--- src/rtl/tcs_params.svh ---
// Constants for the timer clock select block.
`ifndef TCS_PARAMS_SVH
`define TCS_PARAMS_SVH
`define TCS_ADDR_W 8
`define TCS_CTRL_INDEX 8'h8e
`define TCS_STAT_INDEX 8'h8f
`define TCS_CTRL_RESET 8'h00
`define TCS_BIT_T3H 7
`define TCS_BIT_T3L 6
`define TCS_BIT_T2H 5
`define TCS_BIT_T2L 4
`define TCS_BIT_T1 3
`define TCS_BIT_T0 2
`define TCS_PRE_HI 1
`define TCS_PRE_LO 0
`define TCS_PRE_DIV12 2'h0
`define TCS_PRE_DIV4 2'h1
`define TCS_PRE_DIV48 2'h2
`define TCS_PRE_EXT8 2'h3
`define TCS_DIV_W 6
`define TCS_DIV12 6'h0c
`define TCS_DIV4 6'h04
`define TCS_DIV48 6'h30
`define TCS_EXT_DIV 6'h08
`endif

--- src/rtl/tcs_pkg.sv ---
// Types shared by the timer clock select block.
package tcs_pkg;
  // Timer-side configuration bits that steer clock choice.
  typedef struct packed {
    logic tmr0_count_mode;
    logic tmr1_count_mode;
    logic tmr2_ext_clock_choice;
    logic tmr3_ext_clock_choice;
    logic tmr2_split;
    logic tmr3_split;
  } tcs_tmr_cfg_t;
  // One-cycle count enables delivered to each timer byte.
  typedef struct packed {
    logic tmr0;
    logic tmr1;
    logic tmr2_low;
    logic tmr2_high;
    logic tmr3_low;
    logic tmr3_high;
  } tcs_ticks_t;
endpackage : tcs_pkg

--- src/rtl/tcs_divider.sv ---
// Divider that turns qualified cycles into a one-cycle enable pulse.
`timescale 1ns/1ps
`default_nettype none
module tcs_divider #(
  parameter int W = 6
) (
  input wire logic ref_clk_in,
  input wire logic reset_in,
  input wire logic en_in,
  input wire logic [W-1:0] div_in,
  output logic tick_out
);
  logic [W-1:0] count;
  wire last = (count >= (div_in - W'(1)));

  // Pulse on the last qualified cycle of each period.
  assign tick_out = en_in & last;

  // Count qualified cycles and wrap at the divisor.
  always_ff @(posedge ref_clk_in) begin
    if (reset_in) begin
      count <= '0;
    end else if (en_in) begin
      count <= last ? '0 : count + W'(1);
    end
  end
endmodule : tcs_divider
`default_nettype wire

--- src/rtl/tcs_edge_sync.sv ---
// Two-stage synchroniser with an edge detector behind it.
`timescale 1ns/1ps
`default_nettype none
module tcs_edge_sync #(
  parameter bit FALL = 1'b1
) (
  input wire logic ref_clk_in,
  input wire logic reset_in,
  input wire logic pin_in,
  output logic edge_out
);
  logic sync_a;
  logic sync_b;
  logic prev;

  // Only the second stage and the delayed copy feed the detector.
  assign edge_out = FALL ? (prev & ~sync_b) : (~prev & sync_b);

  // Synchronise the pin and keep one older sample.
  always_ff @(posedge ref_clk_in) begin
    if (reset_in) begin
      sync_a <= 1'b0;
      sync_b <= 1'b0;
      prev <= 1'b0;
    end else begin
      sync_a <= pin_in;
      sync_b <= sync_a;
      prev <= sync_b;
    end
  end
endmodule : tcs_edge_sync
`default_nettype wire

--- src/rtl/tcs_top.sv ---
// Timer clock select and prescaler with an Avalon-MM register port.
// Function
// RQ1 - Bit 7 clocks Timer 3 high byte
// RQ2 - Bit 6 clocks Timer 3 low byte
// RQ3 - Bit 5 clocks Timer 2 high byte
// RQ4 - Bit 4 clocks Timer 2 low byte
// RQ5 - Bit 3 picks system or prescaled for Timer 1
// RQ6 - Timer 1 counter mode overrides its select
// RQ7 - Bit 2 picks system or prescaled for Timer 0
// RQ8 - Timer 0 counter mode overrides its select
// RQ9 - Prescale codes divide by 12, 4, 48
// RQ10 - Code 11 uses synchronised external clock by 8
// RQ11 - Timers 2/3 alternate: sysclk/12 or external/8
// RQ12 - Counter mode counts input pin falling edges
// RQ13 - Timebases are one-cycle enables, one clock domain
// RQ14 - Control register clears to zero at reset
`timescale 1ns/1ps
`default_nettype none
`include "tcs_params.svh"
module tcs_top
  import tcs_pkg::*;
(
  input wire logic ref_clk_in,
  input wire logic reset_in,
  input wire logic [`TCS_ADDR_W-1:0] avs_address_in,
  input wire logic avs_read_in,
  input wire logic avs_write_in,
  input wire logic [31:0] avs_writedata_in,
  input wire logic [3:0] avs_byteenable_in,
  output logic [31:0] avs_readdata_out,
  output logic avs_waitrequest_out,
  input wire tcs_tmr_cfg_t tmr_cfg_in,
  input wire logic ext_clk_in,
  input wire logic tmr0_pin_in,
  input wire logic tmr1_pin_in,
  output tcs_ticks_t ticks_out
);
  logic [7:0] timer_clock_control;
  logic ext_rise;
  logic ext8_tick;
  logic sys12_tick;
  logic presc_sys_tick;
  logic t0_fall;
  logic t1_fall;
  logic [`TCS_DIV_W-1:0] presc_div;
  logic presc_tick;
  logic alt2_tick;
  logic alt3_tick;
  tcs_ticks_t next_ticks;
  logic [31:0] next_readdata;
  localparam int DIV_W = `TCS_DIV_W;
  logic [`TCS_DIV_W-1:0] ext_seen;

  // Named fields of the control register.
  wire tmr3_high_clk_sel = timer_clock_control[`TCS_BIT_T3H];
  wire tmr3_low_clk_sel = timer_clock_control[`TCS_BIT_T3L];
  wire tmr2_high_clk_sel = timer_clock_control[`TCS_BIT_T2H];
  wire tmr2_low_clk_sel = timer_clock_control[`TCS_BIT_T2L];
  wire tmr1_sysclk_sel = timer_clock_control[`TCS_BIT_T1];
  wire tmr0_sysclk_sel = timer_clock_control[`TCS_BIT_T0];
  wire [1:0] prescale_select = timer_clock_control[`TCS_PRE_HI:`TCS_PRE_LO];

  // Bus decode; a request is served once waitrequest has dropped.
  wire bus_req = avs_read_in | avs_write_in;
  wire hit_ctrl = (avs_address_in == `TCS_CTRL_INDEX);
  wire hit_stat = (avs_address_in == `TCS_STAT_INDEX);
  wire bus_done = bus_req & ~avs_waitrequest_out;
  wire ctrl_we = bus_done & avs_write_in & hit_ctrl & avs_byteenable_in[0];

  // Read data; the status word shows the live timer clocking state.
  assign next_readdata = hit_ctrl ? {24'h000000, timer_clock_control} :
                         hit_stat ? {26'h0000000, next_ticks} :
                         32'h00000000;

  // External clock is synchronised, then rising edges are counted by 8.
  tcs_edge_sync #(
    .FALL(1'b0)
  ) u_ext_sync (
    .ref_clk_in(ref_clk_in),
    .reset_in(reset_in),
    .pin_in(ext_clk_in),
    .edge_out(ext_rise)
  );

  tcs_divider #(
    .W(`TCS_DIV_W)
  ) u_ext_div (
    .ref_clk_in(ref_clk_in),
    .reset_in(reset_in),
    .en_in(ext_rise),
    .div_in(`TCS_EXT_DIV),
    .tick_out(ext8_tick)
  );

  // Fixed system clock divided by 12 for Timers 2 and 3.
  tcs_divider #(
    .W(`TCS_DIV_W)
  ) u_sys12_div (
    .ref_clk_in(ref_clk_in),
    .reset_in(reset_in),
    .en_in(1'b1),
    .div_in(`TCS_DIV12),
    .tick_out(sys12_tick)
  );

  // Prescaler divisor chosen by the two-bit prescale field.
  assign presc_div = (prescale_select == `TCS_PRE_DIV4) ? `TCS_DIV4 :      // RQ9
                     (prescale_select == `TCS_PRE_DIV48) ? `TCS_DIV48 :    // RQ9
                     `TCS_DIV12;                                           // RQ9

  tcs_divider #(
    .W(`TCS_DIV_W)
  ) u_presc_div (
    .ref_clk_in(ref_clk_in),
    .reset_in(reset_in),
    .en_in(1'b1),
    .div_in(presc_div),
    .tick_out(presc_sys_tick)
  );

  // Code 11 hands the prescaled enable to the synchronised external path.
  assign presc_tick = (prescale_select == `TCS_PRE_EXT8) ? ext8_tick :   // RQ10
                      presc_sys_tick;

  // Counter-mode pins are synchronised and their falling edges detected.
  tcs_edge_sync #(
    .FALL(1'b1)
  ) u_t0_sync (
    .ref_clk_in(ref_clk_in),
    .reset_in(reset_in),
    .pin_in(tmr0_pin_in),
    .edge_out(t0_fall)
  );

  tcs_edge_sync #(
    .FALL(1'b1)
  ) u_t1_sync (
    .ref_clk_in(ref_clk_in),
    .reset_in(reset_in),
    .pin_in(tmr1_pin_in),
    .edge_out(t1_fall)
  );

  // Alternate source of Timers 2 and 3 follows each external choice bit.
  assign alt2_tick = tmr_cfg_in.tmr2_ext_clock_choice ? ext8_tick : sys12_tick;  // RQ11
  assign alt3_tick = tmr_cfg_in.tmr3_ext_clock_choice ? ext8_tick : sys12_tick;  // RQ11

  // Per-timer enable selection; the system clock is an enable of every cycle.
  assign next_ticks.tmr0 = tmr_cfg_in.tmr0_count_mode ? t0_fall :        // RQ8 RQ12
                           (tmr0_sysclk_sel | presc_tick);               // RQ7
  assign next_ticks.tmr1 = tmr_cfg_in.tmr1_count_mode ? t1_fall :        // RQ6 RQ12
                           (tmr1_sysclk_sel | presc_tick);               // RQ5
  assign next_ticks.tmr2_low = tmr2_low_clk_sel | alt2_tick;             // RQ4
  assign next_ticks.tmr2_high = tmr_cfg_in.tmr2_split &
                                (tmr2_high_clk_sel | alt2_tick);         // RQ3
  assign next_ticks.tmr3_low = tmr3_low_clk_sel | alt3_tick;             // RQ2
  assign next_ticks.tmr3_high = tmr_cfg_in.tmr3_split &
                                (tmr3_high_clk_sel | alt3_tick);         // RQ1

  // Register the enables so every timer sees a clean one-cycle pulse.
  always_ff @(posedge ref_clk_in) begin
    if (reset_in) begin
      ticks_out <= '0;
    end else begin
      ticks_out <= next_ticks;  // RQ13
    end
  end

  // Control register write on the cycle the bus transfer completes.
  always_ff @(posedge ref_clk_in) begin
    if (reset_in) begin
      timer_clock_control <= `TCS_CTRL_RESET;  // RQ14
    end else if (ctrl_we) begin
      timer_clock_control <= avs_writedata_in[7:0];
    end
  end

  // One wait cycle per access; read data is loaded as waitrequest drops.
  always_ff @(posedge ref_clk_in) begin
    if (reset_in) begin
      avs_waitrequest_out <= 1'b1;
      avs_readdata_out <= 32'h00000000;
    end else begin
      avs_waitrequest_out <= ~(bus_req & avs_waitrequest_out);
      if (bus_req & avs_waitrequest_out) begin
        avs_readdata_out <= next_readdata;
      end
    end
  end

  // Checks of the selection behaviour.
  property p_t0_sys;
    @(posedge ref_clk_in) disable iff (reset_in)
    (tmr0_sysclk_sel && !tmr_cfg_in.tmr0_count_mode) |=> ticks_out.tmr0;
  endproperty
  a_t0_sys: assert property (p_t0_sys) else $error("Timer 0 missed sysclk enable"); // RQ7

  property p_t1_sys;
    @(posedge ref_clk_in) disable iff (reset_in)
    (tmr1_sysclk_sel && !tmr_cfg_in.tmr1_count_mode) |=> ticks_out.tmr1;
  endproperty
  a_t1_sys: assert property (p_t1_sys) else $error("Timer 1 missed sysclk enable"); // RQ5

  property p_t0_cnt;
    @(posedge ref_clk_in) disable iff (reset_in)
    tmr_cfg_in.tmr0_count_mode |=> (ticks_out.tmr0 == $past(t0_fall));
  endproperty
  a_t0_cnt: assert property (p_t0_cnt) else $error("Timer 0 counter mode wrong"); // RQ8

  property p_t1_cnt;
    @(posedge ref_clk_in) disable iff (reset_in)
    tmr_cfg_in.tmr1_count_mode |=> (ticks_out.tmr1 == $past(t1_fall));
  endproperty
  a_t1_cnt: assert property (p_t1_cnt) else $error("Timer 1 counter mode wrong"); // RQ6

  property p_fall_only;
    @(posedge ref_clk_in) disable iff (reset_in)
    t0_fall |=> !t0_fall;
  endproperty
  a_fall_only: assert property (p_fall_only) else $error("Pin edge not single"); // RQ12

  property p_div4;
    @(posedge ref_clk_in) disable iff (reset_in)
    (presc_tick && prescale_select == `TCS_PRE_DIV4) |=>
      (!presc_tick || prescale_select != `TCS_PRE_DIV4)[*3];
  endproperty
  a_div4: assert property (p_div4) else $error("Divide by 4 too fast"); // RQ9

  property p_div12;
    @(posedge ref_clk_in) disable iff (reset_in)
    (presc_tick && prescale_select == `TCS_PRE_DIV12) |=>
      (!presc_tick || prescale_select != `TCS_PRE_DIV12)[*8];
  endproperty
  a_div12: assert property (p_div12) else $error("Divide by 12 too fast"); // RQ9

  property p_ext8;
    @(posedge ref_clk_in) disable iff (reset_in)
    (prescale_select == `TCS_PRE_EXT8 && presc_tick) |-> ext_rise;
  endproperty
  a_ext8: assert property (p_ext8) else $error("External tick without edge"); // RQ10

  property p_alt2;
    @(posedge ref_clk_in) disable iff (reset_in)
    (!tmr2_low_clk_sel && !tmr_cfg_in.tmr2_ext_clock_choice) |=>
      (ticks_out.tmr2_low == $past(sys12_tick));
  endproperty
  a_alt2: assert property (p_alt2) else $error("Timer 2 alternate wrong"); // RQ11 RQ4

  property p_t2h;
    @(posedge ref_clk_in) disable iff (reset_in)
    (tmr2_high_clk_sel && tmr_cfg_in.tmr2_split) |=> ticks_out.tmr2_high;
  endproperty
  a_t2h: assert property (p_t2h) else $error("Timer 2 high sysclk missed"); // RQ3

  property p_t3l;
    @(posedge ref_clk_in) disable iff (reset_in)
    tmr3_low_clk_sel |=> ticks_out.tmr3_low;
  endproperty
  a_t3l: assert property (p_t3l) else $error("Timer 3 low sysclk missed"); // RQ2

  property p_t3h;
    @(posedge ref_clk_in) disable iff (reset_in)
    !tmr_cfg_in.tmr3_split |=> !ticks_out.tmr3_high;
  endproperty
  a_t3h: assert property (p_t3h) else $error("Timer 3 high ticks unsplit"); // RQ1

  property p_pulse;
    @(posedge ref_clk_in) disable iff (reset_in)
    ext8_tick |=> !ext8_tick;
  endproperty
  a_pulse: assert property (p_pulse) else $error("Enable wider than a cycle"); // RQ13

  property p_reset;
    @(posedge ref_clk_in) disable iff (reset_in)
    $past(reset_in) |-> (timer_clock_control == `TCS_CTRL_RESET);
  endproperty
  a_reset: assert property (p_reset) else $error("Control not clear after reset"); // RQ14

  // Rising external edges since the last divided tick; this feeds a check only.
  always_ff @(posedge ref_clk_in) begin
    if (reset_in) begin
      ext_seen <= '0;
    end else if (ext8_tick) begin
      ext_seen <= '0;
    end else if (ext_rise) begin
      ext_seen <= ext_seen + DIV_W'(1);
    end
  end

  property p_ext_period;
    @(posedge ref_clk_in) disable iff (reset_in)
    ext8_tick |-> (ext_seen == (`TCS_EXT_DIV - DIV_W'(1)));
  endproperty
  a_ext_period: assert property (p_ext_period) else $error("External divide wrong"); // RQ10

  property p_t2h_off;
    @(posedge ref_clk_in) disable iff (reset_in)
    !tmr_cfg_in.tmr2_split |=> !ticks_out.tmr2_high;
  endproperty
  a_t2h_off: assert property (p_t2h_off) else $error("Timer 2 high ticks unsplit"); // RQ3

  // Main scenarios worth seeing.
  c_div48: cover property (@(posedge ref_clk_in) disable iff (reset_in)
    prescale_select == `TCS_PRE_DIV48 && presc_tick);
  c_ext_t2: cover property (@(posedge ref_clk_in) disable iff (reset_in)
    tmr_cfg_in.tmr2_ext_clock_choice && ext8_tick);
  c_count0: cover property (@(posedge ref_clk_in) disable iff (reset_in)
    tmr_cfg_in.tmr0_count_mode && t0_fall);
endmodule : tcs_top
`default_nettype wire

--- config.mk ---
export PLATFORM = sky130hd
export DESIGN_NAME = tcs_top
export DESIGN_NICKNAME = d
export VERILOG_FILES = /design/src/rtl/tcs_pkg.sv /design/src/rtl/tcs_divider.sv /design/src/rtl/tcs_edge_sync.sv /design/src/rtl/tcs_top.sv
export VERILOG_INCLUDE_DIRS = /design/src /design/src/rtl
export SDC_FILE = /design/constraint.sdc
export NUM_CORES = 1
export LEC_CHECK = 0
export ABC_AREA = 1
export BUFFER_PORTS_ARGS = -buffer_cell sky130_fd_sc_hd__buf_2
export CAP_MARGIN = 20
export CORE_ASPECT_RATIO = 0.75
export CORE_UTILIZATION = 45
export DETAILED_ROUTE_END_ITERATION = 6
export PLACE_DENSITY = 0.76
export SKIP_LAST_GASP = 1
export SYNTH_ARGS = -nofsm -noshare
export SYNTH_HDL_FRONTEND = slang
export SYNTH_SLANG_ARGS = --single-unit
--- constraint.sdc ---
create_clock -name ref_clk_in -period 1.85 [get_ports ref_clk_in]
set_clock_uncertainty 0.15 [all_clocks]
set_input_delay 0.185 -clock ref_clk_in [delete_from_list [all_inputs] [get_ports ref_clk_in]]
set_output_delay 0.185 -clock ref_clk_in [all_outputs]
set_load 0.03 [all_outputs]
## Word-level counts from Yosys, hierarchy flattened

Cells that the tools add are included.
Widths: inputs -> output; s select.

- Magnitude comparators: 3
- Add/subtract/negate cells: 4
- Reduce and logical (&&, ||, !) cells: 2
- Equal/unequal tests: 5
- Multiplexer cells: 10
- Bitwise operators: 23

Operators by type and width:

| kind | count |
|---|---|
| $mux 6 | 4 |
| $add 6x1->6 const B | 3 |
| $eq 8x8->1 const B | 2 |
| $and 1x1->1 | 11 |
| $mux 8 | 1 |
| $or 1x1->1 | 7 |
| $ge 6x3->1 const B | 1 |
| $ge 6x4->1 const B | 1 |
| $ge 6x6->1 | 1 |
| $sub 6x1->6 const B | 1 |
| $mux 1 | 5 |
| $not 1->1 | 5 |
| $eq 2x2->1 const B | 2 |
| $reduce_or 2->1 | 2 |
| $eq 2x1->1 const B | 1 |

- Word-level logic and storage cells: 68
- Output and inout bits: 39
- Register bits after elaboration: 74
- Input bits: 57

## Depth between registers and ports, before layout

Gate-level depths: netlist of run 1.

- Depth after elaboration: 10
- Gate-level depth with buffers: 11
- Gate-level depth less buffers: 11

## Modules after synthesis

Synthesis of run 1 repeated with hierarchy kept, for this count alone.

- Cell total of the unflattened synthesis: 436
- Area total of the unflattened synthesis: 3,168.0 um2

By module, submodules not included:

| module | area an instance (um2) | cells each | instances |
|---|---|---|---|
| tcs_divider | 529.3 | 70 | 3 |
| tcs_top | 1,308.8 | 194 | 1 |
| tcs_edge_sync (u_t0_sync ...) | 92.6 | 11 | 2 |
| tcs_edge_sync (u_ext_sync) | 86.3 | 10 | 1 |

## Least setup slack after synthesis of run 1

Ideal clock, no wire load.

- Path kind: reg2reg
- From: register timer_clock_control[0]
- To: register avs_readdata_out[4]
- Data arrival time: 1,275 ps
- Path slack: 356 ps
- Clock period less this slack: 1,494 ps
- Data required time: 1,630 ps
- Stages on the path, launching flop included: 12
- Path buffers: 0
- Path through: dfxtp_1 > inv_1 > nand2_1 > ha_1 > nand2_1 > nor2_1 > nand2_1 > nand3_1 > nand2_1 > nand2_1 > nand3_1 > a21oi_1

- Cells in the longest elaborated chain, start to end: 10

RTL lines:

| element | RTL line | text |
|---|---|---|
| start, declared | tcs_top.sv:38 | `logic [7:0] timer_clock_control;` |
| start signal, assigned | tcs_top.sv:172 | `` timer_clock_control <= `TCS_CTRL_RESET; `` |
| start signal, assigned | tcs_top.sv:174 | `timer_clock_control <= avs_writedata_in[7:0];` |
| $eq 2x2->1 (no line) | - |  |
| $mux 6 (no line) (2 in a row) | - |  |
| $sub 6x1->6 | tcs_divider.sv:14 | `wire last = (count >= (div_in - W'(1)));` |
| $ge 6x6->1 | tcs_divider.sv:14 |  |
| $mux 1 * | tcs_top.sv:122 | `` assign presc_tick = (prescale_select == `TCS_PRE_EXT8) ? ext8_tick : `` |
| $or 1x1->1 * | tcs_top.sv:152 | `(tmr1_sysclk_sel \| presc_tick);` |
| $mux 1 * | tcs_top.sv:151 | `assign next_ticks.tmr1 = tmr_cfg_in.tmr1_count_mode ? t1_fall :` |
| $mux 6 * | tcs_top.sv:72 | `hit_stat ? {26'h0000000, next_ticks} :` |
| $mux 8 * | tcs_top.sv:71 | `assign next_readdata = hit_ctrl ? {24'h000000, timer_clock_control} :` |
| end signal, assigned | tcs_top.sv:186 | `avs_readdata_out <= next_readdata;` |
| end, declared | tcs_top.sv:30 | `output logic [31:0] avs_readdata_out,` |

Mark *: on every way between the ends. The rest lies on a longest branch, timed or not.
A chain may end at the register's enable or synchronous reset.

## Final worst setup path of run 1

- From: register timer_clock_control[0]
- To: register avs_readdata_out[5]

- Cells in the longest elaborated chain, start to end: 10

RTL lines:

| element | RTL line | text |
|---|---|---|
| $eq 2x2->1 (no line) | - |  |
| $mux 6 (no line) (2 in a row) | - |  |
| $sub 6x1->6 | tcs_divider.sv:14 |  |
| $ge 6x6->1 | tcs_divider.sv:14 |  |
| $mux 1 * | tcs_top.sv:122 |  |
| $or 1x1->1 * | tcs_top.sv:150 | `(tmr0_sysclk_sel \| presc_tick);` |
| $mux 1 * | tcs_top.sv:149 | `assign next_ticks.tmr0 = tmr_cfg_in.tmr0_count_mode ? t0_fall :` |
| $mux 6 * | tcs_top.sv:72 |  |
| $mux 8 * | tcs_top.sv:71 |  |

Marks and branches as above.

==> results of run 1 <==
## state kept, by name, indices dropped and copies added (netlist names)
signal,flops
avs_readdata_out,8
timer_clock_control,8
ticks_out,6
u_ext_div.count,6
u_presc_div.count,6
u_sys12_div.count,6
avs_waitrequest_out,1
u_ext_sync.prev,1
u_ext_sync.sync_a,1
u_ext_sync.sync_b,1
u_t0_sync.prev,1
u_t0_sync.sync_a,1
u_t0_sync.sync_b,1
u_t1_sync.prev,1
u_t1_sync.sync_a,1
u_t1_sync.sync_b,1
## worst register-to-register path, cell delays in order, from the launching register on
cell	delay, ns
dfxtp_1	0.31
inv_1	0.09
nand2_1	0.10
ha_1	0.31
nand2_1	0.05
nor2_1	0.09
nand2_1	0.07
nand3_1	0.06
nand2_1	0.09
nand2_1	0.08
nand3_1	0.07
a21oi_1	0.14
## final cells by class
class / count / area (sq um)
clock buffers: 7 / 86.3
clock inverters: 1 / 5.00
fillers: 427 / 1950
well taps: 57 / 71.3
inverters: 36 / 140
flip-flops and latches: 50 / 1000
repair buffers: 62 / 388
multi-input cells: 203 / 957
## per-layer routing
metal / vias up / wire length (um) / GRT usage [%]
met3: 5 / 175 / 4.76
met5: - / 0 / 0
met1: 854 / 2160 / 21.7
li1: 988 / - / -
met2: 37 / 2000 / 26.0
met4: 0 / 47 / 5.39
## synthesized netlist by cell type (all sizes together) (2+ instances only)
| library cell | n |
|---|---|
| a21oi | 11 |
| buf | 27 |
| clkbuf | 4 |
| conb | 2 |
| dfxtp | 50 |
| ha | 7 |
| inv | 36 |
| nand2 | 50 |
| nand3 | 20 |
| nand4 | 3 |
| nor2 | 58 |
| nor3 | 2 |
| o21ai | 14 |
| or2 | 2 |
| xnor2 | 3 |
| xor2 | 3 |
## power groups by stage
stage	Sequential, mW	Combinational (mW)	Clock [mW]
after floorplan	1.20	0.195	0
after global placement	1.16	0.269	0
after detailed placement	1.16	0.273	0
after CTS	1.13	0.294	0.658
after global routing	1.14	0.323	0.714
final	1.13	0.296	0.641
## stage by stage
step	util (%)	instances	hold slack (ns)	power, mW	setup WS (ns)
after floorplan	-	320	0.142	1.39	0.356
after global placement	52.8	395	0.235	1.43	0.237
after detailed placement	52.8	395	0.240	1.43	0.171
after CTS	57.6	416	0.0281	2.09	0.162
after global routing	57.6	416	0.0172	2.18	0.0574
final	57.6	416	0.0374	2.07	0.160
## cells in the final DEF, fill, tap and decap left out
cell	synthesis	routed
a21oi_1	11	11
nor2_2	1	1
a2bb2oi_1	1	1
o21a_1	1	1
nand3b_1	1	1
inv_6	1	1
ha_1	7	7
buf_4	25	5
clkbuf_8	0	6
conb_1	2	27
buf_2	0	44
or2_2	1	1
xnor2_1	3	3
clkinv_2	0	1
nand2_2	2	2
nand2_1	48	48
clkbuf_1	4	1
inv_1	35	35
or2_1	1	1
nand3_1	19	19
dlygate4sd3_1	0	13
nor2_1	57	57
nand4_1	3	3
dfxtp_1	50	50
nand3_4	1	1
xor2_1	3	3
nor3_1	2	2
o21ai_0	14	14
## timing repair
action / in CTS / in global routing
hold buffers: 13 / 0
endpoints found under the hold margin: 13 / 0
endpoints found under the setup margin: 0 / 0
## logic make-up after synthesis
family,share of synthesized area (%)
fa+ha+maj,3.93
buf+inv,16.4
xor+xnor,2.36
simple gates,25.8
flops,44.9
other cells,0.337
compound gates,6.34
## path summary, 6_finish.rpt
| kind | slack, ns | startpoint | cells past startpoint | end |
|---|---|---|---|---|
| hold reg to reg | 0.26 | u_t0_sync.sync_a$_SDFF_PP0_ | 2 | u_t0_sync.sync_b$_SDFF_PP0_ |
| hold / removal | 0.04 | tmr_cfg_in[5] | 4 | ticks_out[5]$_SDFF_PP0_ |
| setup / recovery | 0.16 | timer_clock_control[0]$_SDFFE_PP0P_ | 11 | avs_readdata_out[5]$_SDFFE_PP0P_ |
| setup reg to reg | 0.16 | timer_clock_control[0]$_SDFFE_PP0P_ | 11 | avs_readdata_out[5]$_SDFFE_PP0P_ |
==> reports/results.ini, run 1 <==
[power]
combPwrFrac_pct = 14.3
pwr-share-seq_pct = 54.8
p_leak_nw = 1.34
p_int_mw = 1.51
p_switching_uw = 560
power_density_nw_per_um2 = 782
swShare_pct = 27.0
ir_drop_mv = 0.542
power_frac_clock_pct = 30.9

[synth]
yosysUniqueCellTypes = 25
async_flop_share_pct = 0
synth_area_sq_um = 2230
yosys_warnings = 0
synth-edff-count = 0
synthTopCellsByArea = dfxtp_1 45%, nor2_1 9.6%, buf_4 8.4%, nand2_1 8.1%, inv_1 5.9%
ys_seq_area_share_pct = 44.9
syn_area_per_cell_sq_um = 7.56
synth.ff_latch_count = 50
synth_cells = 295
netlist.area_leader.share_pct = 44.9
synth_flop_cell = dfxtp_1
synth_top_area_cell = dfxtp_1

[timing]
rsz0062_at_grt = no
period_needed_ns = 1.69
final_hold_viol_count = 0
setup_viol = 0
tns_ns = 0
finalMaxSlewViolations = 0
max_freq_mhz = 592
finalCritPeriodShare_pct = 91.4

[clock_tree]
cts_htree_levels = 2
cts_root_buf = clkbuf_8
cts.clk_slew.worst_paths_ns = 0.09
cts.path.max_buffers = 2
cts_tree = done
numCtsBuffers = 5
post_cts_buffers = 0
clkLatencyLatePin_ns = 0.30
cts_resized = 0
clkSinkCount = 50

[placement]
dp_hpwl_mm = 3.25
placed_area_sq_um = 2430
globalplace.congestion = 0.762
portBuffers = 44

[min_path]
worstHoldPathType = in2reg

[setup_path]
cp.buffers_inverters = 1
cp_max_fo = 4
cp_top_family = simple AND/OR/NAND/NOR gates
crit_path_start_kind = flip-flop
worstSetupPathType = reg2reg
max_stage_delay_ns = 0.31
cp.arrival_ns = 1.77
crit_top_cell = nand2_1
cp_slowest_cell = dfxtp_1
cp-end-kind = flip-flop
path_cells = inv_1, nand2_1, ha_1, nand2_1, nor2_1, nand2_1, nand3_1, nand2_1, nand2_1, nand3_1, a21oi_1
required_ns = 1.93

[detailed_routing]
firstDrtPassIters = 4
ant_nets = 0
wirelength_mm = 4.38
drt_iter0_drc = 78
drc_errors = 0
via_count = 1884
post_drt_wl_per_cell_um = 10.5
vias_per_cell = 4.53

[global_routing]
grt_usage_pct = 16.5
grt_overflow = 0
grt_pass1_wl_mm = 6.80
grt_pass1_vias = 1563
grt_max_degree = 18
antenna_found_initial = 0

[die]
die_y_um = 63.0
core_area_sq_um = 4600
io_pins = 96
start_util_pct = 48.5
die_area_sq_um = 5240
rows = 21
die-width_um = 83.3

[cells_and_area]
postLayoutCellArea_sq_um = 2650
final_layout_size_suffix_gt1_share_pct = 17.3
insertedDiodeCount = 0
final_nets = 422
area_growth_pct = 18.8

[run_status]
outcome = complete, no violations

[flow_run]
cap_violations = 0

(Power assumes the default switching activity.)
==> run 2: changes to the inputs <==
- ABC_AREA: 1 -> not set
==> reports/results.ini, run 2 <==
[global_routing]
antenna_found_initial = 0  ; unchanged
grt_max_degree = 35  ; was 18
grt_usage_pct = 19.2  ; was 16.5%
grt_pass1_vias = 1656  ; was 1,563
grt_overflow = 0  ; unchanged
grt_pass1_wl_mm = 7.61  ; was 6.80 mm

[power]
swShare_pct = 26.9  ; was 27.0%
power_frac_clock_pct = 31.4  ; was 30.9%
p_leak_nw = 1.17  ; was 1.34 nW
finalPower_mw = 2.06  ; was 2.07 mW
ir_drop_mv = 0.513  ; was 0.542 mV
p_int_mw = 1.51  ; about the same
power_density_nw_per_um2 = 749  ; was 782 nW/um^2
pwr-share-seq_pct = 54.7  ; was 54.8%
p_switching_uw = 554  ; was 560 uW
combPwrFrac_pct = 13.9  ; was 14.3%

[detailed_routing]
post_drt_wl_per_cell_um = 13.1  ; was 10.5 um
drt_iter0_drc = 100  ; was 78
via_count = 1808  ; was 1,884
vias_per_cell = 4.94  ; was 4.53
firstDrtPassIters = 4  ; unchanged
ant_nets = 0  ; unchanged
wirelength_mm = 4.78  ; was 4.38 mm
drc_errors = 0  ; unchanged

[die]
io_pins = 96  ; unchanged
die-width_um = 82.7  ; was 83.3 um
start_util_pct = 48.1  ; was 48.5%
rows = 21  ; unchanged
die_y_um = 62.5  ; was 63.0 um
core_area_sq_um = 4570  ; was 4600 sq um
die_area_sq_um = 5170  ; was 5240 sq um

[synth]
synth_area_sq_um = 2200  ; was 2230 sq um
synth_top_area_cell = dfxtp_1  ; unchanged
synth_cells = 239  ; was 295
synth_top_family_by_area = simple AND/OR/NAND/NOR gates  ; unchanged
ys_seq_area_share_pct = 45.6  ; was 44.9%
synthTopCellsByCount = 50 x dfxtp_1, 24 x buf_4, 24 x nor2_1  ; was 57 x nor2_1, 50 x dfxtp_1, 48 x nand2_1
async_flop_share_pct = 0  ; unchanged
syn_area_per_cell_sq_um = 9.19  ; was 7.56 sq um
synthTopCellsByArea = dfxtp_1 46%, buf_4 8.2%, a21oi_1 4.1%, nor2_1 4.1%, ha_1 4.0%  ; was dfxtp_1 45%, nor2_1 9.6%, buf_4 8.4%, nand2_1 8.1%, inv_1 5.9%
synth-compound-area-share_pct = 15.9  ; was 6.34%
synth-edff-count = 0  ; unchanged
post_synth_and_or_nand_nor_area_fraction_pct = 17.5  ; was 25.8%
muxShareOfSynthArea_pct = 3.64  ; was 0%
yosys_warnings = 0  ; unchanged
yosysUniqueCellTypes = 36  ; was 25
yosysMostFrequentCell = dfxtp_1  ; was nor2_1
synth.ff_latch_count = 50  ; unchanged
netlist.area_leader.share_pct = 45.6  ; was 44.9%
synth_xor_area_share_pct = 2.39  ; was 2.36%
synth_flop_cell = dfxtp_1  ; unchanged
yosys.area_share.adder_pct = 3.99  ; was 3.93%

[timing]
finalMaxSlewViolations = 0  ; unchanged
worstMarginPinSlew_ns = 0.700
final_hold_viol_count = 0  ; unchanged
rsz0062_at_grt = yes  ; was no
finalCritPeriodShare_pct = 98.2  ; was 91.4%
max-slew-margin-rel_pct = 53.1
tns_ns = 0  ; unchanged
setup_viol = 0  ; unchanged
max_freq_mhz = 550  ; was 592 MHz
period_needed_ns = 1.82  ; was 1.69 ns

[cells_and_area]
insertedDiodeCount = 0  ; unchanged
layout_commonest_cell = dfxtp_1  ; was nor2_1
final_nets = 372  ; was 422
n_fill_cell = 429  ; was 427
layout.cells.non_filler = 366  ; was 416
final_cell_mix = 48 x dfxtp_1, 44 x buf_2, 27 x conb_1  ; was 57 x nor2_1, 50 x dfxtp_1, 48 x nand2_1
top_regs = avs_readdata_out x8, timer_clock_control x8  ; unchanged
postLayoutCellArea_sq_um = 2760  ; was 2650 sq um
final_util_pct = 60.3  ; was 57.6%
final_layout_size_suffix_gt1_share_pct = 25.9  ; was 17.3%
area_growth_pct = 25.4  ; was 18.8%

[setup_path]
cp_max_fo = 4  ; unchanged
cp-end-kind = flip-flop  ; unchanged
required_ns = 1.90  ; was 1.93 ns
crit_path_start_kind = flip-flop  ; unchanged
worstSetupPathType = reg2reg  ; unchanged
cp.arrival_ns = 1.86  ; was 1.77 ns

[placement]
globalplace.congestion = 0.828  ; was 0.762
dp_hpwl_mm = 3.29  ; was 3.25 mm
post-place-cells = 343  ; was 395
portBuffers = 44  ; unchanged
placed_area_sq_um = 2470  ; was 2430 sq um

[flow_run]
cap_violations = 0  ; unchanged

[clock_tree]
cts_root_buf = clkbuf_8  ; unchanged
cts_htree_levels = 2  ; unchanged
cts.path.max_buffers = 2  ; unchanged
numCtsBuffers = 5  ; unchanged
clkSinkCount = 50  ; unchanged
cts_tree = done  ; unchanged
clkLatencyLatePin_ns = 0.30  ; about the same
cts.clk_slew.worst_paths_ns = 0.09  ; about the same

[run_status]
outcome = complete, no violations  ; unchanged

[min_path]
worstHoldPathType = in2reg  ; unchanged

==> run 2: changes by cell type in the layout (fill, tap and decap cells not counted), moves of 4 or more <==
cell	previous run	this run
nor2_1	57	23
buf_4	5	14
nand3_1	19	7
inv_1	35	4
a21oi_1	11	17
nor2b_1	0	10
o211ai_1	0	5
o2111ai_1	0	4
a211oi_1	0	8
mux2i_1	0	8
nand2_1	48	11
o21ai_0	14	7
==> run 2: final timing paths <==
check / endpoint / slack (ns) / depth (start not counted) / startpoint
worst min register to register: u_presc_div.count[0]$_SDFF_PP0_ / 0.29 / 1 / u_presc_div.count[0]$_SDFF_PP0_
worst max register to register: ticks_out[5]$_SDFF_PP0_ / 0.03 / 7 / timer_clock_control[0]$_SDFFE_PP0P_
worst max-delay path: ticks_out[5]$_SDFF_PP0_ / 0.03 / 7 / timer_clock_control[0]$_SDFFE_PP0P_
worst min-delay path: ticks_out[2]$_SDFF_PP0_ / 0.03 / 2 / tmr_cfg_in[1]
==> run 2: timing repair <==
item	in CTS	in global routing
endpoints found under the setup margin	2	11
pin swaps	0	8
resized for setup	1	10
setup buffers	0	4
hold endpoints to repair	11	0
hold buffers	11	0
==> run 2: layout make-up <==
type / count / area (sq um) / share of cell area (%)
clock buffers: 7 / 86.3 / 3.13
clock inverters: 1 / 5.00 / 0.182
inverters: 5 / 18.8 / 0.681
multi-input cells: 176 / 1110 / 40.5
flip-flops and latches: 50 / 1000 / 36.4
well taps: 57 / 71.3 / 2.59
repair buffers: 70 / 455 / 16.5
==> run 2: layer usage <==
metal  wire length, um  vias up  global-route usage, %
li1                  -      923                      -
met1              2260      842                   24.9
met2              2280       36                   30.6
met3               192        7                   5.26
met4                49        0                   6.03
met5                 0        -                      0
==> run 2: cell families after synthesis <==
logic type | after synthesis
adder cells (fa/ha/maj) | 7
AND/OR/NAND/NOR | 74
XOR/XNOR | 6
AO/OA/AOI/OAI | 54
flip-flops | 50
buffers and inverters | 38
multiplexers | 8
other | 2
==> run 2: per-stage QoR <==
stage / setup slack [ns] / hold slack (ns)
2_1_floorplan: 0.0146 / 0.163
3_3_place_gp: 0.0200 / 0.253
3_5_place_dp: -0.00654 / 0.255
4_1_cts: 0.00219 / 0.0255
5_1_grt: -0.0618 / 0.0163
6_report: 0.0331 / 0.0272
==> run 2: worst max-delay path, cell delays in order, from the launching register on <==
cell,delay [ns]
dfxtp_2,0.34
inv_2,0.09
nor2_2,0.04
ha_1,0.27
o211ai_1,0.22
o211ai_1,0.21
buf_4,0.19
o211a_1,0.20
==> run 2: power groups by stage <==
stage	Clock, mW	Combinational, mW	Sequential [mW]
2_1_floorplan	0	0.194	1.18
3_3_place_gp	0	0.258	1.15
3_5_place_dp	0	0.262	1.15
4_1_cts	0.669	0.282	1.13
5_1_grt	0.722	0.314	1.13
6_report	0.647	0.287	1.13
==> run 3: changes to the inputs <==
- CELL_PAD_IN_SITES_DETAIL_PLACEMENT: not set -> 1
- CELL_PAD_IN_SITES_GLOBAL_PLACEMENT: not set -> 2
- CORE_UTILIZATION: 45 -> 26
- CTS_CLUSTER_DIAMETER: not set -> 60
- PLACE_DENSITY: 0.76 -> not set
- PLACE_DENSITY_LB_ADDON: not set -> 0.1
==> reports/results.ini, run 3 (same netlist as run 2, synthesis figures left out) <==
[run_status]
outcome = complete, no violations  ; unchanged

[clock_tree]
cts.path.max_buffers = 2  ; unchanged
cts.clk_slew.worst_paths_ns = 0.09  ; about the same
numCtsBuffers = 5  ; unchanged
cts_tree = done  ; unchanged
cts_root_buf = clkbuf_8  ; unchanged
cts_htree_levels = 2  ; unchanged
clkSinkCount = 50  ; unchanged
clkLatencyLatePin_ns = 0.31  ; was 0.30 ns

[cells_and_area]
area_growth_pct = 28.1  ; was 25.4%
final_nets = 375  ; was 372
layout_commonest_cell = dfxtp_1  ; unchanged
top_regs = avs_readdata_out x8, timer_clock_control x8  ; unchanged
final_util_pct = 35.1  ; was 60.3%
insertedDiodeCount = 0  ; unchanged
final_layout_size_suffix_gt1_share_pct = 25.0  ; was 25.9%
final_cell_mix = 48 x dfxtp_1, 44 x buf_2, 27 x conb_1  ; unchanged
postLayoutCellArea_sq_um = 2820  ; was 2760 sq um
layout.cells.non_filler = 417  ; was 366

[timing]
max-slew-margin-rel_pct = 48.1  ; was 53.1%
max_freq_mhz = 567  ; was 550 MHz
finalMaxSlewViolations = 0  ; unchanged
period_needed_ns = 1.76  ; was 1.82 ns
final_hold_viol_count = 0  ; unchanged
setup_viol = 0  ; unchanged
rsz0062_at_grt = yes  ; unchanged
finalCritPeriodShare_pct = 95.3  ; was 98.2%
fin_hold_ws_ns = 0.0459  ; was 0.0272 ns
worstMarginPinSlew_ns = 0.774  ; was 0.700 ns

[detailed_routing]
drc_errors = 0  ; unchanged
post_drt_wl_per_cell_um = 13.4  ; was 13.1 um
firstDrtPassIters = 4  ; unchanged
via_count = 1820  ; was 1,808
wirelength_mm = 5.58  ; was 4.78 mm
drt_iter0_drc = 16  ; was 100
ant_nets = 0  ; unchanged
vias_per_cell = 4.36  ; was 4.94

[min_path]
holdPathEnd = ticks_out[4]$_SDFF_PP0_  ; was ticks_out[2]$_SDFF_PP0_
hold_depth = 3  ; was 2
hold_path.startpoint = tmr_cfg_in[4]  ; was tmr_cfg_in[1]
worstHoldPathType = in2reg  ; unchanged

[setup_path]
cp.arrival_ns = 1.86  ; about the same
worstRegToRegCells = 7  ; unchanged
required_ns = 1.95  ; was 1.90 ns
crit_path_start_kind = flip-flop  ; unchanged
reg2reg_slack_ns = 0.09  ; was 0.03 ns
r2r-start = timer_clock_control[0]$_SDFFE_PP0P_  ; unchanged
cp_max_fo = 4  ; unchanged
r2r-end = avs_readdata_out[4]$_SDFFE_PP0P_  ; was ticks_out[5]$_SDFF_PP0_
cp-end-kind = flip-flop  ; unchanged
worstSetupPathType = reg2reg  ; unchanged

[global_routing]
grt_pass1_vias = 1711  ; was 1,656
grt_usage_pct = 13.2  ; was 19.2%
grt_max_degree = 35  ; unchanged
grt_overflow = 0  ; unchanged
grt_pass1_wl_mm = 8.65  ; was 7.61 mm
antenna_found_initial = 0  ; unchanged

[power]
finalPower_mw = 2.11  ; was 2.06 mW
power_density_nw_per_um2 = 750  ; was 749 nW/um^2
p_leak_nw = 1.19  ; was 1.17 nW
ir_drop_mv = 0.288  ; was 0.513 mV

[placement]
post-place-cells = 396  ; was 343
placed_area_sq_um = 2560  ; was 2470 sq um
dp_hpwl_mm = 4.07  ; was 3.29 mm
portBuffers = 44  ; unchanged
globalplace.congestion = 0.731  ; was 0.828

[die]
die-width_um = 108  ; was 82.7 um
core_area_sq_um = 8020  ; was 4570 sq um
start_util_pct = 27.4  ; was 48.1%
io_pins = 96  ; unchanged
die_area_sq_um = 8830  ; was 5170 sq um
die_y_um = 81.6  ; was 62.5 um
rows = 28  ; was 21

[flow_run]
cap_violations = 0  ; unchanged

==> run 3: power by group <==
part	leakage [nW]	internal [mW]	switching [mW]
Clock	0.0482	0.303	0.376
Combinational	0.734	0.105	0.200
Sequential	0.409	1.11	0.0179
Total	1.19	1.52	0.594
==> run 3: critical path, cell delays in order (launching register included) <==
cell,delay (ns)
dfxtp_2,0.33
inv_2,0.06
nand2_2,0.07
ha_1,0.30
o211ai_1,0.10
o211ai_1,0.37
o211ai_1,0.16
a21oi_1,0.15
==> run 3: area by class of cell <==
type                            instances  area [sq um]
Timing Repair Buffer                   73           470
Sequential cell                        50          1000
Clock inverter                          1          5.00
Fill cell                             950          5210
Inverter                                5          18.8
Tap cell                              105           131
Multi-Input combinational cell        176          1100
Clock buffer                            7          86.3
==> run 3: how the worst max path moves through the flow <==
stage                     slack [ns]                           startpoint                                   to  depth (start not counted)
after floorplan                 0.01                    avs_address_in[5]  timer_clock_control[0]$_SDFFE_PP0P_                          5
after global placement         -0.13                    avs_address_in[5]  timer_clock_control[1]$_SDFFE_PP0P_                          6
after detailed placement       -0.12                    avs_address_in[5]  timer_clock_control[7]$_SDFFE_PP0P_                          6
after CTS                      0.009  timer_clock_control[0]$_SDFFE_PP0P_     avs_readdata_out[4]$_SDFFE_PP0P_                          7
after global routing           -0.04  timer_clock_control[0]$_SDFFE_PP0P_     avs_readdata_out[4]$_SDFFE_PP0P_                          7
final                           0.09  timer_clock_control[0]$_SDFFE_PP0P_     avs_readdata_out[4]$_SDFFE_PP0P_                          7
==> run 3: metrics by stage <==
stage	TNS (ns)	setup WS, ns
global placement	-0.916	-0.132
global route	-0.0382	-0.0382
floorplan	0	0.0146
finish	0	0.0873
CTS	0	0.00904
detailed placement	-0.870	-0.124
==> run 3: repair_timing <==
| action | CTS | global route |
|---|---|---|
| buffers inserted | 0 | 0 |
| resized for setup | 1 | 7 |
| cloned | 0 | 0 |
| hold buffers | 13 | 0 |
| hold endpoints to repair | 13 | 0 |
| endpoints found under the setup margin | 3 | 6 |
| pin swaps | 1 | 5 |
==> run 3: routing by layer <==
| layer | global-route usage [%] | wire, um | vias to the layer above |
|---|---|---|---|
| met4 | 4.52 | 70 | 0 |
| li1 | - | - | 925 |
| met3 | 3.65 | 195 | 8 |
| met5 | 0 | 0 | - |
| met2 | 19.7 | 2340 | 33 |
| met1 | 18.2 | 2980 | 854 |
